File: src/rtl/rxm_defs.svh
// register offsets, field masks, reset values and timing counts of the receive mask block
`ifndef RXM_DEFS_SVH
`define RXM_DEFS_SVH

// register index offsets within one port bank (byte address is four times the index)
`define RXM_OFF_STAT3     9'h092
`define RXM_OFF_STAT4     9'h093
`define RXM_OFF_STAT5     9'h094
`define RXM_OFF_STAT7     9'h096
`define RXM_OFF_INFO      9'h09F
`define RXM_OFF_MASK3     9'h0A2
`define RXM_OFF_MASK4     9'h0A3
`define RXM_OFF_MASK5     9'h0A4
`define RXM_OFF_MASK7     9'h0A6
`define RXM_OFF_SCE1      9'h0A8
`define RXM_OFF_SCE2      9'h0A9
`define RXM_OFF_SCE3      9'h0AA
`define RXM_OFF_SCE4      9'h0AB
`define RXM_OFF_UP1       9'h0AC
`define RXM_OFF_UP2       9'h0AD
`define RXM_OFF_DN1       9'h0AE
`define RXM_OFF_DN2       9'h0AF
`define RXM_OFF_REALTIME  9'h0B2
`define RXM_OFF_CLR3      9'h0D2
`define RXM_OFF_CLR4      9'h0D3
`define RXM_OFF_CLR5      9'h0D4
`define RXM_OFF_CLR7      9'h0D6

// port bank stride in index units, and bit positions of the port field in the index
`define RXM_PORT_STRIDE   12'h200
`define RXM_PORT_LSB      9

// implemented bits of each mask register
`define RXM_M3_T1_BITS    8'hFF
`define RXM_M3_E1_BITS    8'hBB
`define RXM_M4_BITS       8'hEF
`define RXM_M5_BITS       8'h3F
`define RXM_M7_T1_BITS    8'h3F
`define RXM_M7_E1_BITS    8'h03

// signaling change flag position in the fourth status register
`define RXM_SIG_FLAG_BIT  3

// interrupt information bit positions
`define RXM_INFO_BIT3     2
`define RXM_INFO_BIT4     3
`define RXM_INFO_BIT5     4
`define RXM_INFO_BIT7     6

// reset values
`define RXM_RESET_BYTE    8'h00

// loop code integration length, in matching received bits
`define RXM_LOOP_INTEG    48

`endif

File: src/rtl/rxm_pkg.sv
// shared types of the receive mask block
package rxm_pkg;

  // one 8-bit register value
  typedef logic [7:0] rxm_byte_t;

  // framing mode of a port
  typedef enum logic {RXM_MODE_T1, RXM_MODE_E1} rxm_mode_t;

endpackage : rxm_pkg

File: src/rtl/rxm_loop_det.sv
// repeating loop code detector for one pattern of one port
`timescale 1ns/1ps
`include "rxm_defs.svh"

module rxm_loop_det #(
  parameter int INTEG = `RXM_LOOP_INTEG  // matching bits before the code counts as seen
) (
  input  wire logic        i_clock,      // system clock
  input  wire logic        i_rst,        // synchronous reset, active high
  input  wire logic        i_enable,     // detector active (t1 mode)
  input  wire logic        i_restart,    // one-cycle pulse, restart integration
  input  wire logic        i_bit_en,     // one-cycle pulse, a received bit is valid
  input  wire logic        i_bit,        // received bit
  input  wire logic [15:0] i_pattern,    // pattern, first bit at bit 15
  input  wire logic [3:0]  i_len_m1,     // pattern length minus one
  output logic             o_seen        // level, pattern being received
);

  localparam int CW = $clog2(INTEG + 1);
  localparam logic [CW-1:0] INTEG_C = CW'(INTEG);

  logic [3:0]    phase_r;                // position in the pattern
  logic [CW-1:0] count_r;                // consecutive matching bits, saturating
  logic          seen_r;                 // registered detect level

  // only the first L pattern bits are ever compared, so the rest are ignored
  wire           expected  = i_pattern[4'd15 - phase_r];
  wire           last      = (phase_r == i_len_m1);
  wire           hit       = (i_bit == expected);
  wire           restart_p = (i_bit == i_pattern[15]) && (i_len_m1 != 4'h0);
  wire [3:0]     phase_nxt = hit ? (last ? 4'h0 : phase_r + 4'h1) : (restart_p ? 4'h1 : 4'h0);
  wire [CW-1:0]  count_nxt = hit ? ((count_r == INTEG_C) ? count_r : count_r + CW'(1)) : CW'(0);

  // phase and integration count; a write of the first definition register restarts both
  always_ff @(posedge i_clock)
  begin
    if (i_rst || i_restart || !i_enable)
    begin
      phase_r <= 4'h0;
      count_r <= '0;
    end
    else if (i_bit_en)
    begin
      phase_r <= phase_nxt;
      count_r <= count_nxt;
    end
  end

  // detect level, held while the full integration run keeps matching
  always_ff @(posedge i_clock)
  begin
    if (i_rst)
      seen_r <= 1'b0;
    else
      seen_r <= i_enable && !i_restart && (count_r == INTEG_C);
  end

  assign o_seen = seen_r;

endmodule : rxm_loop_det

File: src/rtl/rxm_top.sv
// eight-port receive interrupt mask, signaling enable and loop code definition registers over apb
//
// Local design decision: the APB interface to the registers.
`timescale 1ns/1ps
`include "rxm_defs.svh"

module rxm_top #(
  parameter int PORTS = 8,                     // number of port banks
  parameter int INTEG = `RXM_LOOP_INTEG        // loop code integration bits
) (
  input  wire logic              i_clock,      // 125 mhz system clock
  input  wire logic              i_rst,        // synchronous reset, active high
  input  wire logic              i_psel,       // apb select
  input  wire logic              i_penable,    // apb access phase
  input  wire logic              i_pwrite,     // apb direction, high for write
  input  wire logic [13:0]       i_paddr,      // apb byte address
  input  wire logic [31:0]       i_pwdata,     // apb write data
  output logic      [31:0]       o_prdata,     // apb read data
  output logic                   o_pready,     // apb ready
  output logic                   o_pslverr,    // apb error on unmapped access
  input  wire logic [PORTS-1:0]  i_e1_mode,    // per port, high for e1 framing
  input  wire logic [PORTS*8-1:0]  i_evt3,     // third status event pulses
  input  wire logic [PORTS*8-1:0]  i_evt4,     // fourth status event pulses
  input  wire logic [PORTS*8-1:0]  i_evt5,     // hdlc status event pulses
  input  wire logic [PORTS*8-1:0]  i_evt7,     // seventh status event pulses
  input  wire logic [PORTS*32-1:0] i_sig_change, // per channel signaling change pulses
  input  wire logic [PORTS-1:0]  i_rx_bit_en,  // received bit valid pulse
  input  wire logic [PORTS-1:0]  i_rx_bit,     // received bit
  input  wire logic [PORTS*4-1:0]  i_code_len, // loop code length minus one
  output logic      [PORTS-1:0]  o_loop_up_seen,   // loop-up code being received
  output logic      [PORTS-1:0]  o_loop_down_seen, // loop-down code being received
  output logic      [PORTS-1:0]  o_port_irq,   // per port interrupt request
  output logic                   o_irq         // combined interrupt, level
);

  // apb index decode
  // the port field sits above the nine offset bits of the word index
  wire [11:0] acc_idx     = i_paddr[13:2];
  wire [2:0]  acc_port    = acc_idx[11:`RXM_PORT_LSB];
  wire [8:0]  acc_off     = acc_idx[`RXM_PORT_LSB-1:0];
  wire        acc_aligned = (i_paddr[1:0] == 2'h0);
  wire        acc_port_ok = (32'(acc_port) < PORTS);
  wire        acc_access  = i_psel & i_penable;
  // a transfer is taken only at the edge where ready is seen high
  wire        acc_fire    = acc_access & o_pready;
  wire        wr_fire     = acc_fire & i_pwrite & acc_aligned & acc_port_ok;

  // per port register storage
  // each port keeps its own copy of every register, so banks never share state
  rxm_pkg::rxm_byte_t m3_r  [0:PORTS-1];       // third mask
  rxm_pkg::rxm_byte_t m4_r  [0:PORTS-1];       // fourth mask
  rxm_pkg::rxm_byte_t m5_r  [0:PORTS-1];       // hdlc mask
  rxm_pkg::rxm_byte_t m7_r  [0:PORTS-1];       // seventh mask
  rxm_pkg::rxm_byte_t sce_r [0:PORTS-1][0:3];  // signaling change enables
  rxm_pkg::rxm_byte_t up_r  [0:PORTS-1][0:1];  // loop-up definition pair
  rxm_pkg::rxm_byte_t dn_r  [0:PORTS-1][0:1];  // loop-down definition pair
  rxm_pkg::rxm_byte_t st3_r [0:PORTS-1];       // third latched status
  rxm_pkg::rxm_byte_t st4_r [0:PORTS-1];       // fourth latched status
  rxm_pkg::rxm_byte_t st5_r [0:PORTS-1];       // hdlc latched status
  rxm_pkg::rxm_byte_t st7_r [0:PORTS-1];       // seventh latched status
  rxm_pkg::rxm_byte_t info_w [0:PORTS-1];      // interrupt information
  logic [PORTS-1:0]   up_seen_w;               // loop-up detect levels
  logic [PORTS-1:0]   dn_seen_w;               // loop-down detect levels
  logic [PORTS-1:0]   port_irq_w;              // per port request, before register

  logic [31:0] prdata_r;                       // registered read data
  logic        pready_r;                       // registered ready
  logic        pslverr_r;                      // registered error
  logic [PORTS-1:0] port_irq_r;                // registered per port request
  logic        irq_r;                          // registered combined request
  logic [PORTS-1:0] up_seen_r;                 // registered loop-up level
  logic [PORTS-1:0] dn_seen_r;                 // registered loop-down level

  // one bank of registers, status and detectors per port
  genvar p;
  generate
    for (p = 0; p < PORTS; p++)
    begin : g_port
      // write strobes of this bank
      // refused accesses (unmapped, misaligned, missing port) never raise a strobe
      wire wr_p    = wr_fire & (32'(acc_port) == p);
      wire wr_m3   = wr_p & (acc_off == `RXM_OFF_MASK3);
      wire wr_m4   = wr_p & (acc_off == `RXM_OFF_MASK4);
      wire wr_m5   = wr_p & (acc_off == `RXM_OFF_MASK5);
      wire wr_m7   = wr_p & (acc_off == `RXM_OFF_MASK7);
      wire wr_sce1 = wr_p & (acc_off == `RXM_OFF_SCE1);
      wire wr_sce2 = wr_p & (acc_off == `RXM_OFF_SCE2);
      wire wr_sce3 = wr_p & (acc_off == `RXM_OFF_SCE3);
      wire wr_sce4 = wr_p & (acc_off == `RXM_OFF_SCE4);
      wire wr_up1  = wr_p & (acc_off == `RXM_OFF_UP1);
      wire wr_up2  = wr_p & (acc_off == `RXM_OFF_UP2);
      wire wr_dn1  = wr_p & (acc_off == `RXM_OFF_DN1);
      wire wr_dn2  = wr_p & (acc_off == `RXM_OFF_DN2);
      wire wr_c3   = wr_p & (acc_off == `RXM_OFF_CLR3);
      wire wr_c4   = wr_p & (acc_off == `RXM_OFF_CLR4);
      wire wr_c5   = wr_p & (acc_off == `RXM_OFF_CLR5);
      wire wr_c7   = wr_p & (acc_off == `RXM_OFF_CLR7);
      wire [7:0] wbyte = i_pwdata[7:0];
      wire e1 = i_e1_mode[p];

      // mask registers; masks reset to zero so nothing interrupts
      // reserved mask bits are dropped on write, so they read back as zero
      always_ff @(posedge i_clock)
      begin
        if (i_rst)
        begin
          m3_r[p] <= `RXM_RESET_BYTE;
          m4_r[p] <= `RXM_RESET_BYTE;
          m5_r[p] <= `RXM_RESET_BYTE;
          m7_r[p] <= `RXM_RESET_BYTE;
        end
        else
        begin
          if (wr_m3) m3_r[p] <= wbyte;
          if (wr_m4) m4_r[p] <= wbyte & `RXM_M4_BITS;
          if (wr_m5) m5_r[p] <= wbyte & `RXM_M5_BITS;
          if (wr_m7) m7_r[p] <= wbyte & `RXM_M7_T1_BITS;
        end
      end

      // channel enables and loop code definitions
      // a write of a first definition register also restarts its detector
      always_ff @(posedge i_clock)
      begin
        if (i_rst)
        begin
          sce_r[p] <= '{default: `RXM_RESET_BYTE};
          up_r[p]  <= '{default: `RXM_RESET_BYTE};
          dn_r[p]  <= '{default: `RXM_RESET_BYTE};
        end
        else
        begin
          if (wr_sce1) sce_r[p][0] <= wbyte;
          if (wr_sce2) sce_r[p][1] <= wbyte;
          if (wr_sce3) sce_r[p][2] <= wbyte;
          if (wr_sce4) sce_r[p][3] <= wbyte;
          if (wr_up1)  up_r[p][0]  <= wbyte;
          if (wr_up2)  up_r[p][1]  <= wbyte;
          if (wr_dn1)  dn_r[p][0]  <= wbyte;
          if (wr_dn2)  dn_r[p][1]  <= wbyte;
        end
      end

      // mask bits that apply in the current framing mode
      // stored bits stay as written; the framing mode only decides which of them act
      wire [7:0] m3_eff = m3_r[p] & (e1 ? `RXM_M3_E1_BITS : `RXM_M3_T1_BITS);
      wire [7:0] m4_eff = m4_r[p];
      wire [7:0] m5_eff = m5_r[p];
      wire [7:0] m7_eff = m7_r[p] & (e1 ? `RXM_M7_E1_BITS : `RXM_M7_T1_BITS);

      // signaling change: channels 25 to 32 take part only in e1
      // the fourth enable register is still stored and read back in t1
      wire [7:0]  sce4_eff = e1 ? sce_r[p][3] : 8'h00;
      wire [31:0] sce_all  = {sce4_eff, sce_r[p][2], sce_r[p][1], sce_r[p][0]};
      wire        sig_hit  = |(i_sig_change[p*32 +: 32] & sce_all);

      // event vectors entering the sticky status registers
      // bit 3 of the fourth status comes from the signaling change, not from an event pin
      // a clear write acts only on the bits written as one
      wire [7:0] ev3 = i_evt3[p*8 +: 8];
      wire [7:0] ev4 = {i_evt4[p*8+7 -: 3], 1'b0, sig_hit, i_evt4[p*8 +: 3]};
      wire [7:0] ev5 = i_evt5[p*8 +: 8] & `RXM_M5_BITS;
      wire [7:0] ev7 = i_evt7[p*8 +: 8] & `RXM_M7_T1_BITS;
      wire [7:0] c3  = wr_c3 ? wbyte : 8'h00;
      wire [7:0] c4  = wr_c4 ? wbyte : 8'h00;
      wire [7:0] c5  = wr_c5 ? wbyte : 8'h00;
      wire [7:0] c7  = wr_c7 ? wbyte : 8'h00;

      // sticky status; a new event in the clearing cycle keeps its bit set
      // status latches even while masked; the mask gates only the request and the info byte
      always_ff @(posedge i_clock)
      begin
        if (i_rst)
        begin
          st3_r[p] <= `RXM_RESET_BYTE;
          st4_r[p] <= `RXM_RESET_BYTE;
          st5_r[p] <= `RXM_RESET_BYTE;
          st7_r[p] <= `RXM_RESET_BYTE;
        end
        else
        begin
          st3_r[p] <= (st3_r[p] & ~c3) | ev3;
          st4_r[p] <= (st4_r[p] & ~c4) | ev4;
          st5_r[p] <= (st5_r[p] & ~c5) | ev5;
          st7_r[p] <= (st7_r[p] & ~c7) | ev7;
        end
      end

      // a status register is pending only through its enabled bits
      // the request follows the status one edge later, so a clear drops it one edge after the write
      wire pend3 = |(st3_r[p] & m3_eff);
      wire pend4 = |(st4_r[p] & m4_eff);
      wire pend5 = |(st5_r[p] & m5_eff);
      wire pend7 = |(st7_r[p] & m7_eff);

      // information byte and port request from the masked status only
      // unused info positions stay zero
      assign info_w[p] = {1'b0, pend7, 1'b0, pend5, pend4, pend3, 2'b00};
      assign port_irq_w[p] = pend3 | pend4 | pend5 | pend7;

      // loop-up detector; only a write of the first register restarts it
      // both detectors share the received bit and the length; the second registers act only past eight bits
      rxm_loop_det #(
        .INTEG     (INTEG)
      ) u_up (
        .i_clock   (i_clock),
        .i_rst     (i_rst),
        .i_enable  (!e1),
        .i_restart (wr_up1),
        .i_bit_en  (i_rx_bit_en[p]),
        .i_bit     (i_rx_bit[p]),
        .i_pattern ({up_r[p][0], up_r[p][1]}),
        .i_len_m1  (i_code_len[p*4 +: 4]),
        .o_seen    (up_seen_w[p])
      );

      // loop-down detector
      rxm_loop_det #(
        .INTEG     (INTEG)
      ) u_dn (
        .i_clock   (i_clock),
        .i_rst     (i_rst),
        .i_enable  (!e1),
        .i_restart (wr_dn1),
        .i_bit_en  (i_rx_bit_en[p]),
        .i_bit     (i_rx_bit[p]),
        .i_pattern ({dn_r[p][0], dn_r[p][1]}),
        .i_len_m1  (i_code_len[p*4 +: 4]),
        .o_seen    (dn_seen_w[p])
      );
    end
  endgenerate

  // read selection within the addressed bank
  // write-only offsets read as zero without an error; reserved offsets are not mapped and answer with an error
  // a missing port reads bank 0 only to keep the index legal; the answer is refused anyway
  logic [7:0] rd_val;   // selected byte
  logic       rd_map;   // offset is mapped
  wire  [2:0] rp = acc_port_ok ? acc_port : 3'h0;
  always_comb
  begin
    rd_val = 8'h00;
    rd_map = 1'b1;
    case (acc_off)
      `RXM_OFF_STAT3:    rd_val = st3_r[rp];
      `RXM_OFF_STAT4:    rd_val = st4_r[rp];
      `RXM_OFF_STAT5:    rd_val = st5_r[rp];
      `RXM_OFF_STAT7:    rd_val = st7_r[rp];
      `RXM_OFF_INFO:     rd_val = info_w[rp];
      `RXM_OFF_MASK3:    rd_val = m3_r[rp];
      `RXM_OFF_MASK4:    rd_val = m4_r[rp];
      `RXM_OFF_MASK5:    rd_val = m5_r[rp];
      `RXM_OFF_MASK7:    rd_val = m7_r[rp];
      `RXM_OFF_SCE1:     rd_val = sce_r[rp][0];
      `RXM_OFF_SCE2:     rd_val = sce_r[rp][1];
      `RXM_OFF_SCE3:     rd_val = sce_r[rp][2];
      `RXM_OFF_SCE4:     rd_val = sce_r[rp][3];
      `RXM_OFF_UP1:      rd_val = up_r[rp][0];
      `RXM_OFF_UP2:      rd_val = up_r[rp][1];
      `RXM_OFF_DN1:      rd_val = dn_r[rp][0];
      `RXM_OFF_DN2:      rd_val = dn_r[rp][1];
      `RXM_OFF_REALTIME: rd_val = {6'h00, dn_seen_r[rp], up_seen_r[rp]};
      `RXM_OFF_CLR3,
      `RXM_OFF_CLR4,
      `RXM_OFF_CLR5,
      `RXM_OFF_CLR7:     rd_val = 8'h00;
      default:           rd_map = 1'b0;
    endcase
  end

  // an access is good only when mapped, aligned and inside an existing bank
  wire acc_ok = rd_map & acc_aligned & acc_port_ok;

  // apb answer: ready one cycle into the access phase, then released
  // exactly one wait state; data and error are taken in the same cycle as ready
  // ready is a one-cycle pulse; a request still held after it is answered again one cycle after ready drops
  always_ff @(posedge i_clock)
  begin
    if (i_rst)
    begin
      pready_r  <= 1'b0;
      prdata_r  <= 32'h0000_0000;
      pslverr_r <= 1'b0;
    end
    else if (acc_access && !pready_r)
    begin
      pready_r  <= 1'b1;
      prdata_r  <= (acc_ok && !i_pwrite) ? {24'h00_0000, rd_val} : 32'h0000_0000;
      pslverr_r <= !acc_ok;
    end
    else
    begin
      pready_r  <= 1'b0;
      pslverr_r <= 1'b0;
    end
  end

  // registered interrupt and detect outputs
  // every output leaves from a flip-flop, one edge behind its source
  always_ff @(posedge i_clock)
  begin
    if (i_rst)
    begin
      port_irq_r <= '0;
      irq_r      <= 1'b0;
      up_seen_r  <= '0;
      dn_seen_r  <= '0;
    end
    else
    begin
      port_irq_r <= port_irq_w;
      irq_r      <= |port_irq_w;
      up_seen_r  <= up_seen_w;
      dn_seen_r  <= dn_seen_w;
    end
  end

  assign o_prdata         = prdata_r;
  assign o_pready         = pready_r;
  assign o_pslverr        = pslverr_r;
  assign o_port_irq       = port_irq_r;
  assign o_irq            = irq_r;
  assign o_loop_up_seen   = up_seen_r;
  assign o_loop_down_seen = dn_seen_r;

endmodule : rxm_top

File: config.mk
export PLATFORM = sky130hd
export DESIGN_NAME = rxm_top
export DESIGN_NICKNAME = d
export VERILOG_FILES = /design/src/rtl/rxm_pkg.sv /design/src/rtl/rxm_loop_det.sv /design/src/rtl/rxm_top.sv
export VERILOG_INCLUDE_DIRS = /design/src /design/src/rtl
export SDC_FILE = /design/constraint.sdc
export NUM_CORES = 2
export LEC_CHECK = 0
export ABC_CLOCK_PERIOD_IN_PS = 2800
export BUFFER_PORTS_ARGS = -buffer_cell sky130_fd_sc_hd__buf_2
export CELL_PAD_IN_SITES_DETAIL_PLACEMENT = 1
export CELL_PAD_IN_SITES_GLOBAL_PLACEMENT = 1
export CORE_UTILIZATION = 44
export CTS_BUF_LIST = sky130_fd_sc_hd__clkbuf_8
export DETAILED_ROUTE_END_ITERATION = 6
export PLACE_DENSITY_LB_ADDON = 0.1
export RECOVER_POWER = 25
export SKIP_LAST_GASP = 1
export SYNTH_ARGS = -nofsm -noshare
export SYNTH_HDL_FRONTEND = slang
export SYNTH_HIERARCHICAL = 1
export SYNTH_SLANG_ARGS = --single-unit
File: constraint.sdc
create_clock -name i_clock -period 2.8 [get_ports i_clock]
set_clock_uncertainty 0.2 [all_clocks]
set_input_delay 0.42 -clock i_clock [delete_from_list [all_inputs] [get_ports i_clock]]
set_output_delay 0.42 -clock i_clock [all_outputs]
set_load 0.05 [all_outputs]
==> summary.md <==
| Metric | Value |
|---|---|
| Final worst-path cycle share | `108%` |
| Met2 GRT Util | `67.9%` |
| GP Congestion | `1.01` |
| Rel. slew slack | `40.1%` |
| Reg2reg path depth | `11` |
| Post-synth EDFFs | `728` |
| DR pass1 iterations | `7` |
| Fin. Hold Viols | `0` |
| Max-capacitance violation count | `0` |
| GRT Total Usage | `43.1%` |
| Failing checks | `DRC, setup timing` |
| Worst skew pair latency | `1000 ps` |
| P_leak | `32.7 nW` |
| Tot Pwr | `43.0 mW` |
| Final net count | `7985` |
| Clock buffer depth | `3` |
| Die Ht | `380 µm` |
| CTS Buf Count | `209` |
| Worst Hold Slack | `65.5 ps` |
| Iteration-0 DRC Markers | `7745` |
| Number of distinct library cells after synthesis | `68` |
| CP Capture Type | `flop` |
| Maximum number of pins on one net before global-route repair | `110` |
| Met1 GRT Util | `51.7%` |
| Setup crit start kind | `input pin` |
| Synth Register Bits | `1195` |
| Row count | `138` |
| Vias in the first global route | `62600` |
| Final setup fails | `13` |
| Initial antenna violation count | `59` |
| First-pass GRT wire length | `449000 µm` |
| Clk Tree Root Cell | `clkbuf_8` |
| Critical path peak fanout | `8` |
| GRT Max-Usage Layer | `met2` |
| DP Wirelength | `222000 µm` |
| Core footprint | `142000 µm²` |
| CP peak stage delay | `640 ps` |
| Crit-path cells | `dlygate4sd3_1 > buf_2 > nor3b_2 > buf_4 > nand3_1 > buf_4 > nor2_1 > buf_6 > nand2_1 > a21oi_1 > dlygate4sd3_1 > nor2_2` |
| Synth warnings | `6` |
| Vias | `61200` |
| Netlist Area Pre-Place | `62800 µm²` |
| RSZ-0062 raised after global routing | `true` |
| Worst VDD drop | `409 µV` |
| Placement Cell Area | `72000 µm²` |
| Fin area | `82700 µm²` |
| Sequential share of the synthesized area | `49.7%` |
| Area Growth Syn to Fin | `31.7%` |
| WS Path Type | `in2reg` |
| Drt total wl | `319000 µm` |
| Crit path max-delay cell type | `dlygate4sd3_1` |
| Routed wire per std cell | `33.9 µm` |
| Clock-pin slew on the worst setup and hold paths | `70 ps` |
| GR Overflow Total | `0` |
| Final setup margin | `-213 ps` |
| Slew Viols, Final | `0` |
| Met3 usage | `11.5%` |
| Syn Area/Cell | `11.0 µm²` |
| Antenna viol nets, final | `0` |
| Initial Util | `44.3%` |
| DIE AREA | `144000 µm²` |
| Worst path required time | `3400 ps` |
| Gate Count Post-Synth | `5713` |
| TritonCTS sink count | `1195` |
| IO Pins | `678` |
| Setup TNS | `-705 ps` |
| CTS tree | `yes` |
| H-tree Lvls | `4` |
| Share of layout cells above drive strength 1 | `26.5%` |
| Async set-reset flop share out of synthesis | `0%` |
| Status | `finished with violations` |
| Power Density | `520 nW/µm²` |
| Vias per cell | `6.50` |
| Min Tclk post-route | `3010 ps` |
| Slew @ Worst Pin | `898 ps` |
| Dpl cells | `8388` |
| Hold/Removal Path Class | `in2reg` |
| Residual DRC | `1` |
| Post-synth top flop | `edfxtp_1` |
| Fin cells | `9420` |
| Critical Path AT | `3620 ps` |
| Hold path depth | `4` |
| Number of port buffers | `581` |
| Peak Freq | `332 MHz` |
| Die Span X | `380 µm` |
area by class of cell:
| cell class | instances | area [µm²] |
|---|---|---|
| clock buffers | 243 | 3340 |
| flip-flops and latches | 1195 | 31200 |
| diodes | 40 | 100 |
| repair buffers | 1841 | 15200 |
| multi-input cells | 3930 | 28900 |
| inverters | 141 | 534 |
| fillers | 15100 | 58900 |
| well taps | 1890 | 2360 |
| clock inverters | 140 | 932 |
through the flow:
stage	setup slack, ps	util, %
floorplan	-20.6	-
global placement	-478	50.9
detailed placement	-483	50.9
CTS	28.2	58.1
global route	-235	58.4
finish	-213	58.4
power by group:
part / internal (mW) / switching (mW) / leakage, nW / total, mW
clock: 8.77 / 8.32 / 2.52 / 17.1
combinational: 2.60 / 3.31 / 18.7 / 5.91
sequential: 19.2 / 0.762 / 11.4 / 20.0
final timing paths:
kind / startpoint / to / slack [ps]
setup / recovery: i_paddr[10] / st5_r[5][4]$_SDFF_PP0_ / -210
hold / removal: i_evt5[8] / st5_r[1][0]$_SDFF_PP0_ / 70
setup reg to reg: o_pready$_SDFF_PP0_ / st5_r[5][4]$_SDFF_PP0_ / -150
hold reg to reg: g_port[1].u_up/o_seen$_SDFF_PP0_ / o_loop_up_seen[1]$_SDFF_PP0_ / 240
synth_stat cells, drive strengths merged, types with 8 or more instances:
library cell    n  area, µm²
a21o           44        330
a21oi         349       1750
a221oi         64        561
a222oi          8       80.1
a22o           60        526
a22oi         122        916
a31oi          93        582
a32oi          16        140
a41oi           9       78.8
and2          146        913
and3          289       1810
and4           17        149
buf           186       1330
clkbuf        284       1070
dfxtp         467       9350
edfxtp        728      21900
ha             48        601
inv           141        529
mux2           18        263
mux2i         162       1820
mux4          318       7160
nand2         419       1570
nand2b         63        394
nand3         122        616
nand4         115        719
nor2          742       2800
nor2b          53        332
nor3          104        521
nor3b          19        153
nor4           14       93.8
o211ai         67        503
o21ai          58        290
o21bai         40        300
o221ai         18        158
o22ai          62        388
o311ai         16        140
o31ai          32        240
o41ai          17        149
or2            21        131
or2b           16        120
or4            37        278
xnor2          32        400
xor2           64        561
cells by family after synthesis:
kind of cell	after synthesis	share of synthesized area, %
xor gates and xnor gates	96	1.53
buffers and inverters	611	4.65
AOI/OAI and AO/OA	1080	11.4
and+or+nand+nor	2184	17.0
DFF	1195	49.7
adders and majority gates	48	0.957
other	1	0.00597
muxes	498	14.7
flip-flops by register name, summed over array words and instances (netlist names):
| signal | flops |
|---|---|
| g_port.u_up/phase_r | 32 |
| m7_r | 48 |
| o_port_irq | 8 |
| g_port.u_up/count_r | 48 |
| dn_r | 128 |
| g_port.u_dn/o_seen | 8 |
| o_pready | 1 |
| o_irq | 1 |
| o_loop_up_seen | 8 |
| st4_r | 64 |
| st3_r | 64 |
| m5_r | 48 |
| g_port.u_dn/phase_r | 32 |
| up_r | 128 |
| sce_r | 256 |
| g_port.u_up/o_seen | 8 |
| o_pslverr | 1 |
| o_prdata | 8 |
| m4_r | 56 |
| m3_r | 64 |
| st5_r | 64 |
| g_port.u_dn/count_r | 48 |
| st7_r | 64 |
| o_loop_down_seen | 8 |
cells in the final DEF (no fill, tap or decap), drive strengths merged, types with 67 or more instances in the layout:
cell         instances
mux4               318
nand4              115
o211ai              67
a31oi               93
mux2i              162
inv                235
nor2               742
buf               1247
and3               289
a22oi              122
a21oi              349
clkbuf             249
dfxtp              467
and2               146
dlygate4sd3        588
edfxtp             728
nand3              122
nor3               104
nand2              419
worst max-delay path: cells and delay by family:
| kind | cells | cell delay (ps) |
|---|---|---|
| buffers and inverters | 6 | 2120 |
| AND/OR/NAND/NOR | 5 | 850 |
| AO/OA/AOI/OAI | 1 | 200 |
routing by layer:
layer	part of all wire, %	wire length, µm
met1	35	112000
met2	46	146000
met3	11	36200
met4	8.0	25600
met5	0.050	161
what timing repair did:
action / CTS / global route
hold buffers: 598 / 0
hold endpoints to repair: 494 / 0
endpoints found under the setup margin: 0 / 75
buffers inserted: 0 / 22
resized for setup: 0 / 63
Note: power is estimated with default switching activity, not from simulation.
